### config.mk
export PLATFORM = sky130hd
export DESIGN_NAME = ccw_timer
export DESIGN_NICKNAME = d
export VERILOG_FILES = /design/src/pkg/ccw_pkg.sv /design/src/ccw_timer.sv
export VERILOG_INCLUDE_DIRS = /design/src /design/src/pkg
export SDC_FILE = /design/constraint.sdc
export NUM_CORES = 1
export LEC_CHECK = 0
export ABC_AREA = 1
export BUFFER_PORTS_ARGS = -buffer_cell sky130_fd_sc_hd__buf_2
export CAP_MARGIN = 0
export CORE_ASPECT_RATIO = 1.2
export CORE_MARGIN = 2
export CORE_UTILIZATION = 53
export DETAILED_ROUTE_END_ITERATION = 8
export PLACE_DENSITY = 0.83
export SLEW_MARGIN = 20
export SYNTH_ARGS = -nofsm -noshare
export SYNTH_HDL_FRONTEND = slang
export SYNTH_SLANG_ARGS = --single-unit
### constraint.sdc
create_clock -name ref_clk -period 1.8 [get_ports ref_clk]
set_input_delay 0.18 -clock ref_clk [delete_from_list [all_inputs] [get_ports ref_clk]]
set_output_delay 0.18 -clock ref_clk [all_outputs]
set_load 0.01 [all_outputs]
### src/pkg/ccw_cfg.svh
// Register map, field positions, reset values and limits of the compare timer.
`ifndef CCW_CFG_SVH
`define CCW_CFG_SVH

// ----------------------------------------------------------------
// Register byte offsets
// ----------------------------------------------------------------
`define CCW_OFF_CTRL  5'h00
`define CCW_OFF_COUNT 5'h04
`define CCW_OFF_CMP   5'h08
`define CCW_OFF_FLAGS 5'h0C
`define CCW_OFF_IRQEN 5'h10

// ----------------------------------------------------------------
// Field positions
// ----------------------------------------------------------------
`define CCW_CTRL_MODE_LO 0
`define CCW_CTRL_MODE_HI 1
`define CCW_CTRL_ACT_LO  2
`define CCW_CTRL_ACT_HI  3
`define CCW_CTRL_CS_LO   4
`define CCW_CTRL_CS_HI   6
`define CCW_CTRL_FORCE   7
`define CCW_FLG_OVF      0
`define CCW_FLG_CMP      1
`define CCW_FLG_OC       2

// ----------------------------------------------------------------
// Reset values and counter limits
// ----------------------------------------------------------------
`define CCW_RST_BYTE 8'h00
`define CCW_RST_CS   3'h0
`define CCW_CNT_MAX  8'hFF
`define CCW_CNT_BOT  8'h00
`define CCW_ACT_NONE 2'h0
`define CCW_WORD_0   32'h0000_0000

`endif

### src/pkg/ccw_pkg.sv
// Types shared by the compare timer design.
package ccw_pkg;

  // Waveform mode select encodings, in their hardware order.
  typedef enum logic [1:0] {
    CCW_NORMAL,
    CCW_PHASE,
    CCW_CLEAR_ON_MATCH,
    CCW_FAST_PWM
  } ccw_mode_t;

  // Compare output action encodings, in their hardware order.
  typedef enum logic [1:0] {
    CCW_ACT_OFF,
    CCW_ACT_TOGGLE,
    CCW_ACT_CLEAR,
    CCW_ACT_SET
  } ccw_act_t;

endpackage : ccw_pkg

### src/ccw_timer.sv
// Eight-bit timer with compare output unit, waveform generator and pin override.
//
// Behaviour
// - Nonzero output action makes the pin carry the output state, not port data.
// - Pin direction still comes from the port direction bit.
// - Override depends on the action field only, never on the mode.
// - Output state can be preset, e.g. by forcing, before the pin is enabled.
// - Action zero leaves the output state untouched on matches.
// - A new action applies from the next match after the write.
// - Force strobe applies the action at once in non-PWM modes.
// - Counting depends on the mode field only.
// - Action means set/clear/toggle in non-PWM, polarity in fast PWM.
// - Normal mode counts up, wraps 0xFF to 0x00, never cleared.
// - Normal mode sets overflow flag as counter becomes zero; ack clears.
// - Clear-on-match mode returns counter to zero at the compare value.
// - Clear-on-match compare writes are direct; low values wrap through 0xFF.
// - Clear-on-match sets compare flag at each top match.
// - Clear-on-match toggle action gives half clock at compare zero.
// - Clear-on-match sets overflow flag on the 0xFF to 0x00 pass.
// - Fast PWM counts zero to 0xFF, then clears next tick.
// - Fast PWM action 2 clears on match, sets at bottom; 3 inverts.
// - Fast PWM sets overflow flag each time counter wraps from maximum to zero.
// - Fast PWM compare value is double buffered, loaded at the wrap.
// - Fast PWM compare at max holds output; at zero gives a spike.
// - Fast PWM toggle action gives a square wave of even duty.
// - Match sets compare flag next tick; ack or write-one clears.
// - Counter write blocks matches in the following timer tick.
// - Clock source zero stops timer; counter write beats count or clear.
// - Forced compare changes output only, not flag nor counter.
//
// The register offsets and the Avalon-MM register port were decided locally.
`timescale 1ns/1ps
`include "ccw_cfg.svh"

module ccw_timer
  import ccw_pkg::*;
(
  input  wire logic        ref_clk,
  input  wire logic        rst_n,
  input  wire logic        ce,
  input  wire logic        timer_tick,
  input  wire logic [4:0]  avm_address,
  input  wire logic        avm_read,
  input  wire logic        avm_write,
  input  wire logic [31:0] avm_writedata,
  input  wire logic [3:0]  avm_byteenable,
  output logic      [31:0] avm_readdata,
  output logic             avm_waitrequest,
  input  wire logic        port_out_val,
  input  wire logic        compare_pin_direction_bit,
  input  wire logic        overflow_ack,
  input  wire logic        compare_ack,
  output logic             pin_out,
  output logic             pin_oe,
  output logic             overflow_irq_req,
  output logic             compare_irq_req
);

  // ----------------------------------------------------------------
  // Helpers
  // ----------------------------------------------------------------
  // Eight-bit increment with wrap, used by every counting mode.
  function automatic logic [7:0] ccw_inc(input logic [7:0] v);
    ccw_inc = v + 8'h01;
  endfunction : ccw_inc

  // Result of applying an action to the current output state.
  function automatic logic ccw_apply(input ccw_act_t a,
                                     input logic     cur);
    case (a)
      CCW_ACT_TOGGLE: ccw_apply = ~cur;
      CCW_ACT_CLEAR:  ccw_apply = 1'b0;
      CCW_ACT_SET:    ccw_apply = 1'b1;
      default:        ccw_apply = cur;
    endcase
  endfunction : ccw_apply

  // ----------------------------------------------------------------
  // State
  // ----------------------------------------------------------------
  ccw_mode_t   mode_ff;
  ccw_act_t    act_ff;
  logic [2:0]  cs_ff;
  logic [7:0]  cnt_ff;
  logic [7:0]  cmp_buf_ff;
  logic [7:0]  cmp_act_ff;
  logic        ovf_ff;
  logic        cmpf_ff;
  logic        ovf_en_ff;
  logic        cmp_en_ff;
  logic        oc_ff;
  logic        blk_ff;
  logic        wait_ff;
  logic [31:0] rdata_ff;
  logic        pin_ff;
  logic        oe_ff;
  logic        ovf_req_ff;
  logic        cmp_req_ff;

  // ----------------------------------------------------------------
  // Bus decode
  // ----------------------------------------------------------------
  // A request is committed in its second cycle, when waitrequest is low.
  wire req      = avm_read | avm_write;
  wire commit   = ce & req & ~wait_ff;
  wire wr_lane0 = commit & avm_write & avm_byteenable[0];
  wire sel_ctrl = avm_address == `CCW_OFF_CTRL;
  wire sel_cnt  = avm_address == `CCW_OFF_COUNT;
  wire sel_cmp  = avm_address == `CCW_OFF_CMP;
  wire sel_flg  = avm_address == `CCW_OFF_FLAGS;
  wire sel_ien  = avm_address == `CCW_OFF_IRQEN;
  wire ctrl_wr  = wr_lane0 & sel_ctrl;
  wire cnt_wr   = wr_lane0 & sel_cnt;
  wire cmp_wr   = wr_lane0 & sel_cmp;
  wire flg_wr   = wr_lane0 & sel_flg;
  wire ien_wr   = wr_lane0 & sel_ien;
  wire [7:0] wd = avm_writedata[7:0];

  // ----------------------------------------------------------------
  // Timer core decode
  // ----------------------------------------------------------------
  // Clock source zero stops the timer clock altogether.
  wire tick_en  = ce & timer_tick & (cs_ff != `CCW_RST_CS);
  wire is_fast  = mode_ff == CCW_FAST_PWM;
  wire is_ctc   = mode_ff == CCW_CLEAR_ON_MATCH;
  wire at_max   = cnt_ff == `CCW_CNT_MAX;
  wire match_raw = cnt_ff == cmp_act_ff;
  // Matches are lost for one tick after a counter write.
  wire match_ev = tick_en & match_raw & ~blk_ff & ~cnt_wr;
  // Wrap from max to bottom; in clear-on-match a match at max also wraps.
  wire wrap_ev  = tick_en & at_max & ~cnt_wr;
  // Force takes the mode and action written with it, so a single control
  // write can preset the output state before the pin is enabled.
  wire [1:0] wd_mode  = wd[`CCW_CTRL_MODE_HI:`CCW_CTRL_MODE_LO];
  wire [1:0] wd_act   = wd[`CCW_CTRL_ACT_HI:`CCW_CTRL_ACT_LO];
  wire force_go = ctrl_wr & wd[`CCW_CTRL_FORCE] & (wd_mode != CCW_FAST_PWM);

  // Counter next value: only the mode field shapes the sequence.
  wire [7:0] cnt_up = ccw_inc(cnt_ff);
  // A blocked match must not clear the counter either.
  wire       ctc_clr = is_ctc & match_raw & ~blk_ff;
  wire [7:0] nxt_cnt = cnt_wr  ? wd :
                       !tick_en ? cnt_ff :
                       ctc_clr ? `CCW_CNT_BOT : cnt_up;

  // Fast PWM compares against a buffered copy, loaded at the wrap.
  wire [7:0] nxt_cmp_act = (cmp_wr & ~is_fast) ? wd :
                           (is_fast & wrap_ev) ? cmp_buf_ff :
                           cmp_act_ff;

  // Output state next value. Fast PWM bottom wins over the match so a
  // compare value at max holds the output constant.
  wire oc_match = ccw_apply(act_ff, oc_ff);
  wire oc_force = ccw_apply(ccw_act_t'(wd_act), oc_ff);
  wire pwm_pol  = act_ff == CCW_ACT_CLEAR;
  wire pwm_mode = is_fast & (act_ff == CCW_ACT_CLEAR | act_ff == CCW_ACT_SET);
  logic nxt_oc;
  always_comb begin
    nxt_oc = oc_ff;
    if (pwm_mode & wrap_ev) begin
      nxt_oc = pwm_pol;
    end else if (pwm_mode & match_ev) begin
      nxt_oc = ~pwm_pol;
    end else if (match_ev) begin
      nxt_oc = oc_match;
    end else if (force_go) begin
      nxt_oc = oc_force;
    end
  end

  // Flags: hardware set wins over a software or acknowledge clear.
  wire ovf_clr  = overflow_ack | (flg_wr & wd[`CCW_FLG_OVF]);
  wire cmp_clr  = compare_ack | (flg_wr & wd[`CCW_FLG_CMP]);
  wire nxt_ovf  = wrap_ev | (ovf_ff & ~ovf_clr);
  wire nxt_cmpf = match_ev | (cmpf_ff & ~cmp_clr);

  // Block stays armed until a timer tick passes, even while stopped.
  wire nxt_blk = cnt_wr | (blk_ff & ~tick_en);

  // Read data mux; unmapped offsets read as zero.
  wire [31:0] nxt_rdata =
    sel_ctrl ? {24'h0, 1'b0, cs_ff, act_ff, mode_ff} :
    sel_cnt  ? {24'h0, cnt_ff} :
    sel_cmp  ? {24'h0, cmp_buf_ff} :
    sel_flg  ? {29'h0, oc_ff, cmpf_ff, ovf_ff} :
    sel_ien  ? {30'h0, cmp_en_ff, ovf_en_ff} : `CCW_WORD_0;

  // Pin source chosen by the action field alone, never by the mode.
  wire nxt_pin = (act_ff != CCW_ACT_OFF) ? oc_ff : port_out_val;

  // ----------------------------------------------------------------
  // Bus handshake
  // ----------------------------------------------------------------
  // One wait cycle per access keeps read data registered.
  always_ff @(posedge ref_clk or negedge rst_n) begin
    if (!rst_n) begin
      wait_ff  <= 1'b1;
      rdata_ff <= `CCW_WORD_0;
    end else if (ce) begin
      wait_ff  <= ~(req & wait_ff);
      rdata_ff <= (req & avm_read) ? nxt_rdata : `CCW_WORD_0;
    end
  end

  // ----------------------------------------------------------------
  // Control registers
  // ----------------------------------------------------------------
  // Mode and action reset to normal mode with the pin left to the port.
  always_ff @(posedge ref_clk or negedge rst_n) begin
    if (!rst_n) begin
      mode_ff <= CCW_NORMAL;
      act_ff  <= CCW_ACT_OFF;
      cs_ff   <= `CCW_RST_CS;
    end else if (ctrl_wr) begin
      mode_ff <= ccw_mode_t'(wd[`CCW_CTRL_MODE_HI:`CCW_CTRL_MODE_LO]);
      act_ff  <= ccw_act_t'(wd[`CCW_CTRL_ACT_HI:`CCW_CTRL_ACT_LO]);
      cs_ff   <= wd[`CCW_CTRL_CS_HI:`CCW_CTRL_CS_LO];
    end
  end

  // Interrupt request enables.
  always_ff @(posedge ref_clk or negedge rst_n) begin
    if (!rst_n) begin
      ovf_en_ff <= 1'b0;
      cmp_en_ff <= 1'b0;
    end else if (ien_wr) begin
      ovf_en_ff <= wd[`CCW_FLG_OVF];
      cmp_en_ff <= wd[`CCW_FLG_CMP];
    end
  end

  // Compare buffer always takes software writes; readback shows it.
  always_ff @(posedge ref_clk or negedge rst_n) begin
    if (!rst_n) begin
      cmp_buf_ff <= `CCW_RST_BYTE;
    end else if (cmp_wr) begin
      cmp_buf_ff <= wd;
    end
  end

  // ----------------------------------------------------------------
  // Timer core
  // ----------------------------------------------------------------
  // Counter, active compare, flags, output state and match block.
  always_ff @(posedge ref_clk or negedge rst_n) begin
    if (!rst_n) begin
      cnt_ff     <= `CCW_RST_BYTE;
      cmp_act_ff <= `CCW_RST_BYTE;
      ovf_ff     <= 1'b0;
      cmpf_ff    <= 1'b0;
      oc_ff      <= 1'b0;
      blk_ff     <= 1'b0;
    end else if (ce) begin
      cnt_ff     <= nxt_cnt;
      cmp_act_ff <= nxt_cmp_act;
      ovf_ff     <= nxt_ovf;
      cmpf_ff    <= nxt_cmpf;
      oc_ff      <= nxt_oc;
      blk_ff     <= nxt_blk;
    end
  end

  // ----------------------------------------------------------------
  // Pin and request outputs
  // ----------------------------------------------------------------
  // Registered so every output leaves from a flip-flop; pin outputs lag one cycle, requests track the flags.
  always_ff @(posedge ref_clk or negedge rst_n) begin
    if (!rst_n) begin
      pin_ff     <= 1'b0;
      oe_ff      <= 1'b0;
      ovf_req_ff <= 1'b0;
      cmp_req_ff <= 1'b0;
    end else if (ce) begin
      pin_ff     <= nxt_pin;
      oe_ff      <= compare_pin_direction_bit;
      ovf_req_ff <= nxt_ovf & ovf_en_ff;
      cmp_req_ff <= nxt_cmpf & cmp_en_ff;
    end
  end

  assign avm_readdata     = rdata_ff;
  assign avm_waitrequest  = wait_ff;
  assign pin_out          = pin_ff;
  assign pin_oe           = oe_ff;
  assign overflow_irq_req = ovf_req_ff;
  assign compare_irq_req  = cmp_req_ff;

  // Assertion helper: a counter write stays pending until a timer tick passes.
  logic chk_wr_pend_ff;
  always_ff @(posedge ref_clk or negedge rst_n) begin
    if (!rst_n) begin
      chk_wr_pend_ff <= 1'b0;
    end else if (ce) begin
      chk_wr_pend_ff <= cnt_wr | (chk_wr_pend_ff & ~tick_en);
    end
  end
endmodule : ccw_timer

After elaboration in Yosys (flattened, before gate mapping)
Index checks and enable logic that the tools add are counted.
Widths: inputs -> output; s select.
{ "op_classes": {"n_bitwise": 51, "n_addsub": 1, "n_mux": 18, "n_reduce_logical": 10, "n_eq_ne": 16} }
{ "ops": {"columns": ["cell", "n"], "rows": [
  ["$mux 8", 9],
  ["$and 1x1->1", 34],
  ["$eq 2x2->1 const B", 6],
  ["$eq 5x4->1 const B", 2],
  ["$not 1->1", 10],
  ["$add 8x1->8 const B", 1],
  ["$eq 8x8->1", 1],
  ["$eq 8x8->1 const B", 1],
  ["$or 1x1->1", 7],
  ["$ne 6x1->1 const B", 1],
  ["$pmux 1 s3", 2],
  ["$reduce_bool 2->1", 3],
  ["$reduce_bool 6->1", 1],
  ["$eq 5x3->1 const B", 1],
  ["$eq 5x5->1 const B", 1],
  ["$logic_not 5->1", 1],
  ["$mux 1", 5],
  ["$eq 2x1->1 const B", 2],
  ["$reduce_and 2->1", 2],
  ["$reduce_and 4->1", 1],
  ["$reduce_bool 4->1", 1],
  ["$mux 3", 1],
  ["$reduce_bool 3->1", 1],
  ["$mux 2", 1],
  ["$ne 2x2->1 const B", 1]
]} }
{ "totals": {"out_inout_bits": 37, "reg_bits": 74, "elab_cells": 114} }

Longest topological paths before layout
Gate-level depths: netlist of the first run.
{ "depth": {"word_depth": 12, "depth_mapped": 12, "ltp_nobuf": 11} }

Worst setup path before layout of the first run
Ideal clock, no wire load.
{ "synth_timing": {"path_type": "register to register", "startpoint": "reg wait_ff, in the netlist avm_waitrequest", "endpoint": "reg cmp_act_ff[0]", "path_slack_ns": 0.271, "setup_time_ns": 0.074, "path_stages_with_launch": 10, "path_buffers": 1, "arrival_ns": 1.456, "path_cell_list": "dfstp_2 > inv_1 > nand4_4 > nor2_8 > nor2_4 > nand2_4 > o21ai_4 > buf_6 > nand2_2 > o21ai_2"} }
{ "synth_via": {"elab_chain_len": 10} }
{ "synth_rtl": {"columns": ["element", "line_no", "rtl"], "rows": [
  ["from (decl)", "ccw_timer.sv:93", "logic wait_ff;"],
  ["from (signal assigned)", "ccw_timer.sv:200", "wait_ff <= ~(req & wait_ff);"],
  ["$not 1->1 *", "ccw_timer.sv:105", "wire commit = ce & req & ~wait_ff;"],
  ["$and 1x1->1 *", "ccw_timer.sv:105", null],
  ["$and 1x1->1 * (2 in a row)", "ccw_timer.sv:106", "wire wr_lane0 = commit & avm_write & avm_byteenable[0];"],
  ["$and 1x1->1", "ccw_timer.sv:113", "wire cnt_wr = wr_lane0 & sel_cnt;"],
  ["$not 1->1", "ccw_timer.sv:131", "wire wrap_ev = tick_en & at_max & ~cnt_wr;"],
  ["$and 1x1->1", "ccw_timer.sv:131", null],
  ["$and 1x1->1", "ccw_timer.sv:148", "(is_fast & wrap_ev) ? cmp_buf_ff :"],
  ["$reduce_bool 2->1 (no source line)", null, null],
  ["$reduce_and 2->1 (no source line)", null, null],
  ["to (signal assigned)", "ccw_timer.sv:248", "cmp_act_ff <= `CCW_RST_BYTE;"],
  ["to (signal assigned)", "ccw_timer.sv:255", "cmp_act_ff <= nxt_cmp_act;"],
  ["to (decl)", "ccw_timer.sv:86", "logic [7:0] cmp_act_ff;"]
]} }
Every way passes the cells marked *; elsewhere a longest branch is shown, timed or not.
A chain may end at the register's enable or synchronous reset.

Final worst setup path of the first run
{ "layout_timing": {"startpoint": "reg wait_ff, in the netlist avm_waitrequest", "endpoint": "reg oc_ff"} }
{ "layout_via": {"elab_chain_len": 10} }
{ "layout_rtl": {"columns": ["element", "line_no", "rtl"], "rows": [
  ["$not 1->1 *", "ccw_timer.sv:105", null],
  ["$and 1x1->1 *", "ccw_timer.sv:105", null],
  ["$and 1x1->1 * (2 in a row)", "ccw_timer.sv:106", null],
  ["$and 1x1->1", "ccw_timer.sv:113", null],
  ["$not 1->1", "ccw_timer.sv:129, ccw_timer.sv:131", null],
  ["$and 1x1->1, on equally long branches", "ccw_timer.sv:131, ccw_timer.sv:129", null],
  ["$and 1x1->1, or another cell as far along", "ccw_timer.sv:160", "if (pwm_mode & wrap_ev) begin"],
  ["$ne 6x1->1 (no source line), or another cell as far along", null, null],
  ["$reduce_and 4->1 (no source line) / $mux 1 (equally long branches)", null, null],
  ["to (signal assigned)", "ccw_timer.sv:258", "oc_ff <= nxt_oc;"],
  ["to (decl)", "ccw_timer.sv:91", "logic oc_ff;"]
]} }
Marks and branches as above.

==> results of run 1 <==
-- layout make-up --
type / count / share of cell area, %
repair buffers: 46 / 7.99
inverters: 55 / 5.91
clock buffers: 6 / 2.05
clock inverters: 2 / 1.06
well taps: 82 / 2.90
multi-input cells: 317 / 44.6
flip-flops and latches: 50 / 35.4
-- how the worst max path moves through the flow --
stage | from | endpoint | slack (ns) | depth (start not counted)
final | avm_waitrequest | oc_ff | 0.16 | 9
after detailed placement | avm_waitrequest | oc_ff | 0.18 | 9
after global placement | avm_waitrequest | oc_ff | 0.22 | 9
after floorplan | avm_waitrequest | cmp_act_ff[0] | 0.27 | 9
after CTS | avm_waitrequest | oc_ff | 0.16 | 9
after global routing | cnt_ff[6] | cnt_ff[7] | 0.05 | 9
-- metrics by stage --
step	utilization, %	hold WS [ns]	cells	area [um^2]	power [uW]
final	59.6	0.0695	558	3540	3450
after CTS	59.6	0.0712	558	3540	3440
after floorplan	-	-0.116	456	3290	2330
after global placement	57.6	0.194	549	3420	2580
after global routing	59.6	0.0674	558	3540	3680
after detailed placement	57.6	0.205	549	3420	2640
-- logic make-up (layout without fill, tap and decap cells) --
logic type,after synthesis,in the layout,synth area share (%)
xor+xnor,5,5,1.37
other cells,1,24,0.117
compound gates,70,70,13.5
buf+inv,89,109,14.2
flops,50,50,39.1
fa+ha+maj,2,2,0.782
simple gates,216,216,30.9
-- critical path: stages, from the launching register on --
cell and delay, ns:
dfstp_2 0.56, inv_1 0.07, nand4_4 0.13, nor2_8 0.09, nor2_1 0.21, nand3_1 0.17, nand2_1 0.12, nand3_1 0.07
nand3_1 0.07, nand2_1 0.05
-- sequential cells by signal, indices dropped and copies added (netlist names) --
name and cells:
act_ff 2, avm_readdata 8, avm_waitrequest 1, blk_ff 1
cmp_act_ff 8, cmp_buf_ff 8, cmp_en_ff 1, cmpf_ff 1
cnt_ff 8, compare_irq_req 1, cs_ff 3, mode_ff 2
oc_ff 1, overflow_irq_req 1, ovf_en_ff 1, ovf_ff 1
pin_oe 1, pin_out 1
-- layer usage --
layer  GRT usage, %  up-vias
li1               -     1418
met1           28.2     1338
met2           43.9       90
met3           3.27       10
met4           8.12        0
met5              0        -
-- power groups by stage --
stage	combinational (uW)	clock (uW)	sequential, uW
floorplan	885	0	1440
global placement	1080	0	1500
detailed placement	1120	0	1520
CTS	1130	815	1490
global route	1290	855	1530
finish	1140	802	1510
-- timing repair --
| item | CTS | global route |
|---|---|---|
| hold buffers | 1 | 0 |
| gates resized for setup | 0 | 1 |
| setup endpoints to repair | 0 | 1 |
| setup buffers | 0 | 0 |
| endpoints found under the hold margin | 22 | 0 |
-- cells in the final DEF, fill, tap and decap left out, types with 3 or more instances in the layout --
master	instances
nand4_1	5
nand2_2	5
nor2_1	28
nor2_2	3
o211ai_1	3
nand3_1	28
a32o_1	4
nand2_1	130
o21ai_1	8
clkbuf_8	5
conb_1	24
dfrtp_1	48
nor2_4	4
inv_1	51
a21oi_1	16
o21ai_0	25
buf_2	36
nand3b_1	4
xor2_1	4
o21ai_2	8
buf_4	7
==> impl_results.md, run 1 <==
- Peak VDD IR: 0.553 mV
- Port bufs: 36
- Wire length on met2: 3.92 mm
- CTS sink cnt: 50
- Sw power: 1290 uW
- Worst Reg-to-Reg Cells: 9
- Routed wl met3: 415 um
- DR vias/cell: 5.12
- CP Capture Type: flip-flop
- Hold Path Class: input port to flip-flop
- Root Buffer: clkbuf_8
- Reg power frac: 43.7%
- Vias in the first global route: 2648
- Least-Margin Pin Slew: 0.564 ns
- Setup TNS: 0 ns
- WL/cell: 13.4 um
- Initial core utilization: 53.9%
- First-pass GRT wire length: 12.2 mm
- Pwr dens: 975 mW/mm^2
- Max Cap Violations: 0
- R2R setup slack: 0.16 ns
- Vias: 2856
- Antenna Nets Post-Route: 0
- Sw Ratio: 37.5%
- Worst endpoint required time: 2.00 ns
- Filler cells: 545
- Multi-input logic area: 0.00158 mm^2
- Final-report hold violation count: 0
- TritonCTS clock tree: done
- Most common cell in the netlist: nand2_1
- Area growth syn-to-layout: 10.6%
- Starting DRT DRC Count: 182
- DR top layer: met4
- Synthesized area: 0.00320 mm^2
- Setup CP Type: flip-flop to flip-flop
- Combinational share of power: 33.0%
- Clk_lat worst skew: 0.31 ns
- Chip width: 74.9 um
- Fin crit period: 1.64 ns
- Antenna violations before repair: 0
- Sequential fraction of the synthesis area: 39.1%
- Netlist cell types: 39
- Initial DRT Pass Iterations: 4
- Ys Warns: 0
- Register Area: 0.00125 mm^2
- Max FO, Critical Path: 10
- Die Ht: 89.1 um
- Worst setup margin: 0.160 ns
- Clock transition at path regs: 0.09 ns
- Max Clk Rate: 610 MHz
- Most frequent cells after synthesis: nand2_1 (130), inv_1 (51), dfrtp_1 (49)
- Synth top area share: 38.3%
- Clock Tree Buf Depth: 2
- Fin Clk Skew: 0.00443 ns
- #FFs+latches synth: 50
- Row count: 31
- Fin nets: 528
- Antenna diodes: 0
- I/O pins: 88
- Share of cells above drive strength 1: 17.9%
- Hold worst-path end: pin_oe
- DP HPWL: 5.85 mm
- Final Slew Violations: 0
- Total CTS buffers: 5
- Detailed-route wire length: 7.49 mm
- Gpl congestion: 0.885
- Top cells by area, synth: dfrtp_1 (38%), nand2_1 (15%), inv_1 (6.0%)
- Die area: 0.00668 mm^2
- M1 WL: 3.03 mm
- RSZ-0062 raised after global routing: false
- P_int: 2160 uW
- R2r endpoint: oc_ff
- Final period utilization: 91.1%
- Final setup viols: 0
- Yosys top cell by area: dfrtp_1
- DRC: 0
- Main flop type after synthesis: dfrtp_1
- Mapped Cells: 433
- Crit path DAT: 1.84 ns
- Slew HR: 62.4%
- RR Startpoint: avm_waitrequest
- Largest net degree at the start of global routing: 29
- Total track usage: 23.9%
- Post-synth ARST share: 100%
- Run status: completed
- Depth of the CTS H-tree: 2
- Total grt overflow: 0
- Post-synth EDFFs: 0
- Hold_sp: compare_pin_direction_bit
- Leakage: 0.00189 uW
- Avg Synthesized Cell Area: 7.39 um^2
- Dpl ws: 0.177 ns
- Startpoint types: flip-flop
- Core Area: 0.00593 mm^2
- Hold depth: 3
- Clock share of power: 23.3%
Power figures use the tool's default switching activity.
==> inputs of run 2 (changes only) <==
==> constraint.sdc (replaced) <==
create_clock -name ref_clk -period 1.7 [get_ports ref_clk]
set_input_delay 0.17 -clock ref_clk [delete_from_list [all_inputs] [get_ports ref_clk]]
set_output_delay 0.17 -clock ref_clk [all_outputs]
set_load 0.01 [all_outputs]
==> run 2 against run 1 <==
Against the previous run:
- clock-buffer cell count unchanged
- design area up 3.0%
- final cell count up 2.7%
- clock power down 12%
- sequential share of layout area down 1.0 points
- global-route usage up 0.14 points
- non-clock buffer count up 15
- core utilization up 1.8 points
- sequential power up 3%
- combinational power up 14%
- critical path type unchanged
==> impl_results.md, run 2 (synthesized netlist as in run 1, its figures left out) <==
- Run status: completed
- Max FO, Critical Path: 8
- Crit path DAT: 1.84 ns
- Port bufs: 36
- Gpl congestion: 0.881
- CTS sink cnt: 50
- Most frequent cells in the layout: nand2_1 (130), inv_1 (51), dfrtp_1 (48)
- Antenna violations before repair: 0
- Largest net degree at the start of global routing: 21
- Top Family by Delay on Critical Path: flip-flops
- Row count: 31
- Worst endpoint required time: 1.89 ns
- DR vias/cell: 5.06
- CP Capture Type: flip-flop
- Least-Margin Pin Slew: 0.498 ns
- Clock Tree Buf Depth: 2
- Sw power: 1370 uW
- DP HPWL: 5.78 mm
- Clk_lat worst skew: 0.31 ns
- Clock share of power: 19.7%
- Initial DRT Pass Iterations: 5
- Max Clk Rate: 608 MHz
- Final Slew Violations: 0
- Worst path buffer plus inverter count: 2
- Die area: 0.00668 mm^2
- Total grt overflow: 0
- Leakage: 0.00195 uW
- Root Buffer: clkbuf_8
- Max Cap Violations: 0
- Crit-path cells: ha_2 -> nand2_1 -> inv_2 -> nand2_2 -> nor2_4 -> nand2_4 -> o21ai_4 -> clkbuf_16 -> o21ai_2
- Combinational share of power: 36.4%
- Detailed-route wire length: 7.67 mm
- Antenna diodes: 0
- Antenna Nets Post-Route: 0
- WL/cell: 13.4 um
- P_int: 2190 uW
- Total CTS buffers: 5
- Startpoint types: flip-flop
- Design area: 0.00364 mm^2
- Area growth syn-to-layout: 13.9%
- Core Area: 0.00593 mm^2
- Fin crit period: 1.65 ns
- Share of cells above drive strength 1: 21.2%
- DRC: 0
- Final-report hold violation count: 0
- CP max-delay cell: dfrtp_1
- I/O pins: 88
- Vias: 2900
- Chip width: 74.9 um
- Fin nets: 543
- TritonCTS clock tree: done
- Final period utilization: 96.8%
- Starting DRT DRC Count: 209
- Pwr dens: 979 mW/mm^2
- Reg power frac: 43.8%
- Depth of the CTS H-tree: 2
- Die Ht: 89.1 um
- Total track usage: 24.0%
- Fin Clk Skew: 0.0101 ns
- Initial core utilization: 53.9%
- Final setup viols: 0
- Area post-placement: 0.00345 mm^2
- Setup CP Type: flip-flop to flip-flop
- Sw Ratio: 38.5%
- Slew HR: 66.5%
- CP peak stage delay: 0.40 ns
- Most common cell after layout, fill and taps aside: nand2_1
- Vias in the first global route: 2673
- Peak VDD IR: 0.526 mV
- Clock transition at path regs: 0.10 ns
- Hold Path Class: input port to flip-flop
- Final core occ: 61.4%
- First-pass GRT wire length: 12.2 mm
[run 2: timing repair]
action                                  4_1_cts  5_1_grt
resized for setup                             0        5
hold buffers                                  1        0
endpoints found under the setup margin        0       18
endpoints found under the hold margin        17        0
setup buffers                                 0        8
[run 2: worst paths after layout]
path	slack, ns	end	start	cells past startpoint
min in group asynchronous	0.35	ovf_ff	rst_n	2
hold reg to reg	0.48	avm_readdata[2]	avm_readdata[2]	2
setup / recovery	0.05	cmp_act_ff[3]	cnt_ff[1]	9
max in group asynchronous	0.74	cmp_act_ff[2]	rst_n	3
hold / removal	0.06	pin_oe	compare_pin_direction_bit	3
setup reg to reg	0.05	cmp_act_ff[3]	cnt_ff[1]	9
[run 2: cell type report]
| class | instances | area (um^2) |
|---|---|---|
| repair buffers | 61 | 400 |
| clock buffers | 6 | 72.6 |
| well taps | 82 | 103 |
| fillers | 529 | 2290 |
| flip-flops and latches | 50 | 1250 |
| inverters | 55 | 209 |
| multi-input cells | 317 | 1590 |
| clock inverters | 2 | 15.0 |
[run 2: layer usage]
layer  routed length, um  GRT usage, %  share of wire (%)
met2                4030          42.3                 53
met5                   0             0                  0
met4                 165          8.28                2.2
met1                3110          29.8                 41
met3                 363          3.61                4.7
[run 2: metrics by stage]
step	setup TNS, ns	hold slack, ns	setup slack (ns)	total power (uW)	instances
floorplan	0	-0.126	0.171	2460	456
global placement	0	0.151	0.127	2770	555
detailed placement	0	0.154	0.0715	2810	555
CTS	0	0.0616	0.0533	3520	564
global route	-0.0358	0.0671	-0.0170	3860	573
finish	0	0.0594	0.0546	3570	573
[run 2: tightest hold or removal path, stage by stage]
cell	delay, ns
buf_2	0.07
nand2_1	0.04
nand2_1	0.05
[run 2: power by group through the flow]
stage               Clock, uW  Sequential [uW]  Combinational, uW
detailed placement          0             1580               1230
floorplan                   0             1530                937
finish                    703             1560               1300
global route              766             1590               1500
global placement            0             1570               1200
CTS                       718             1550               1250
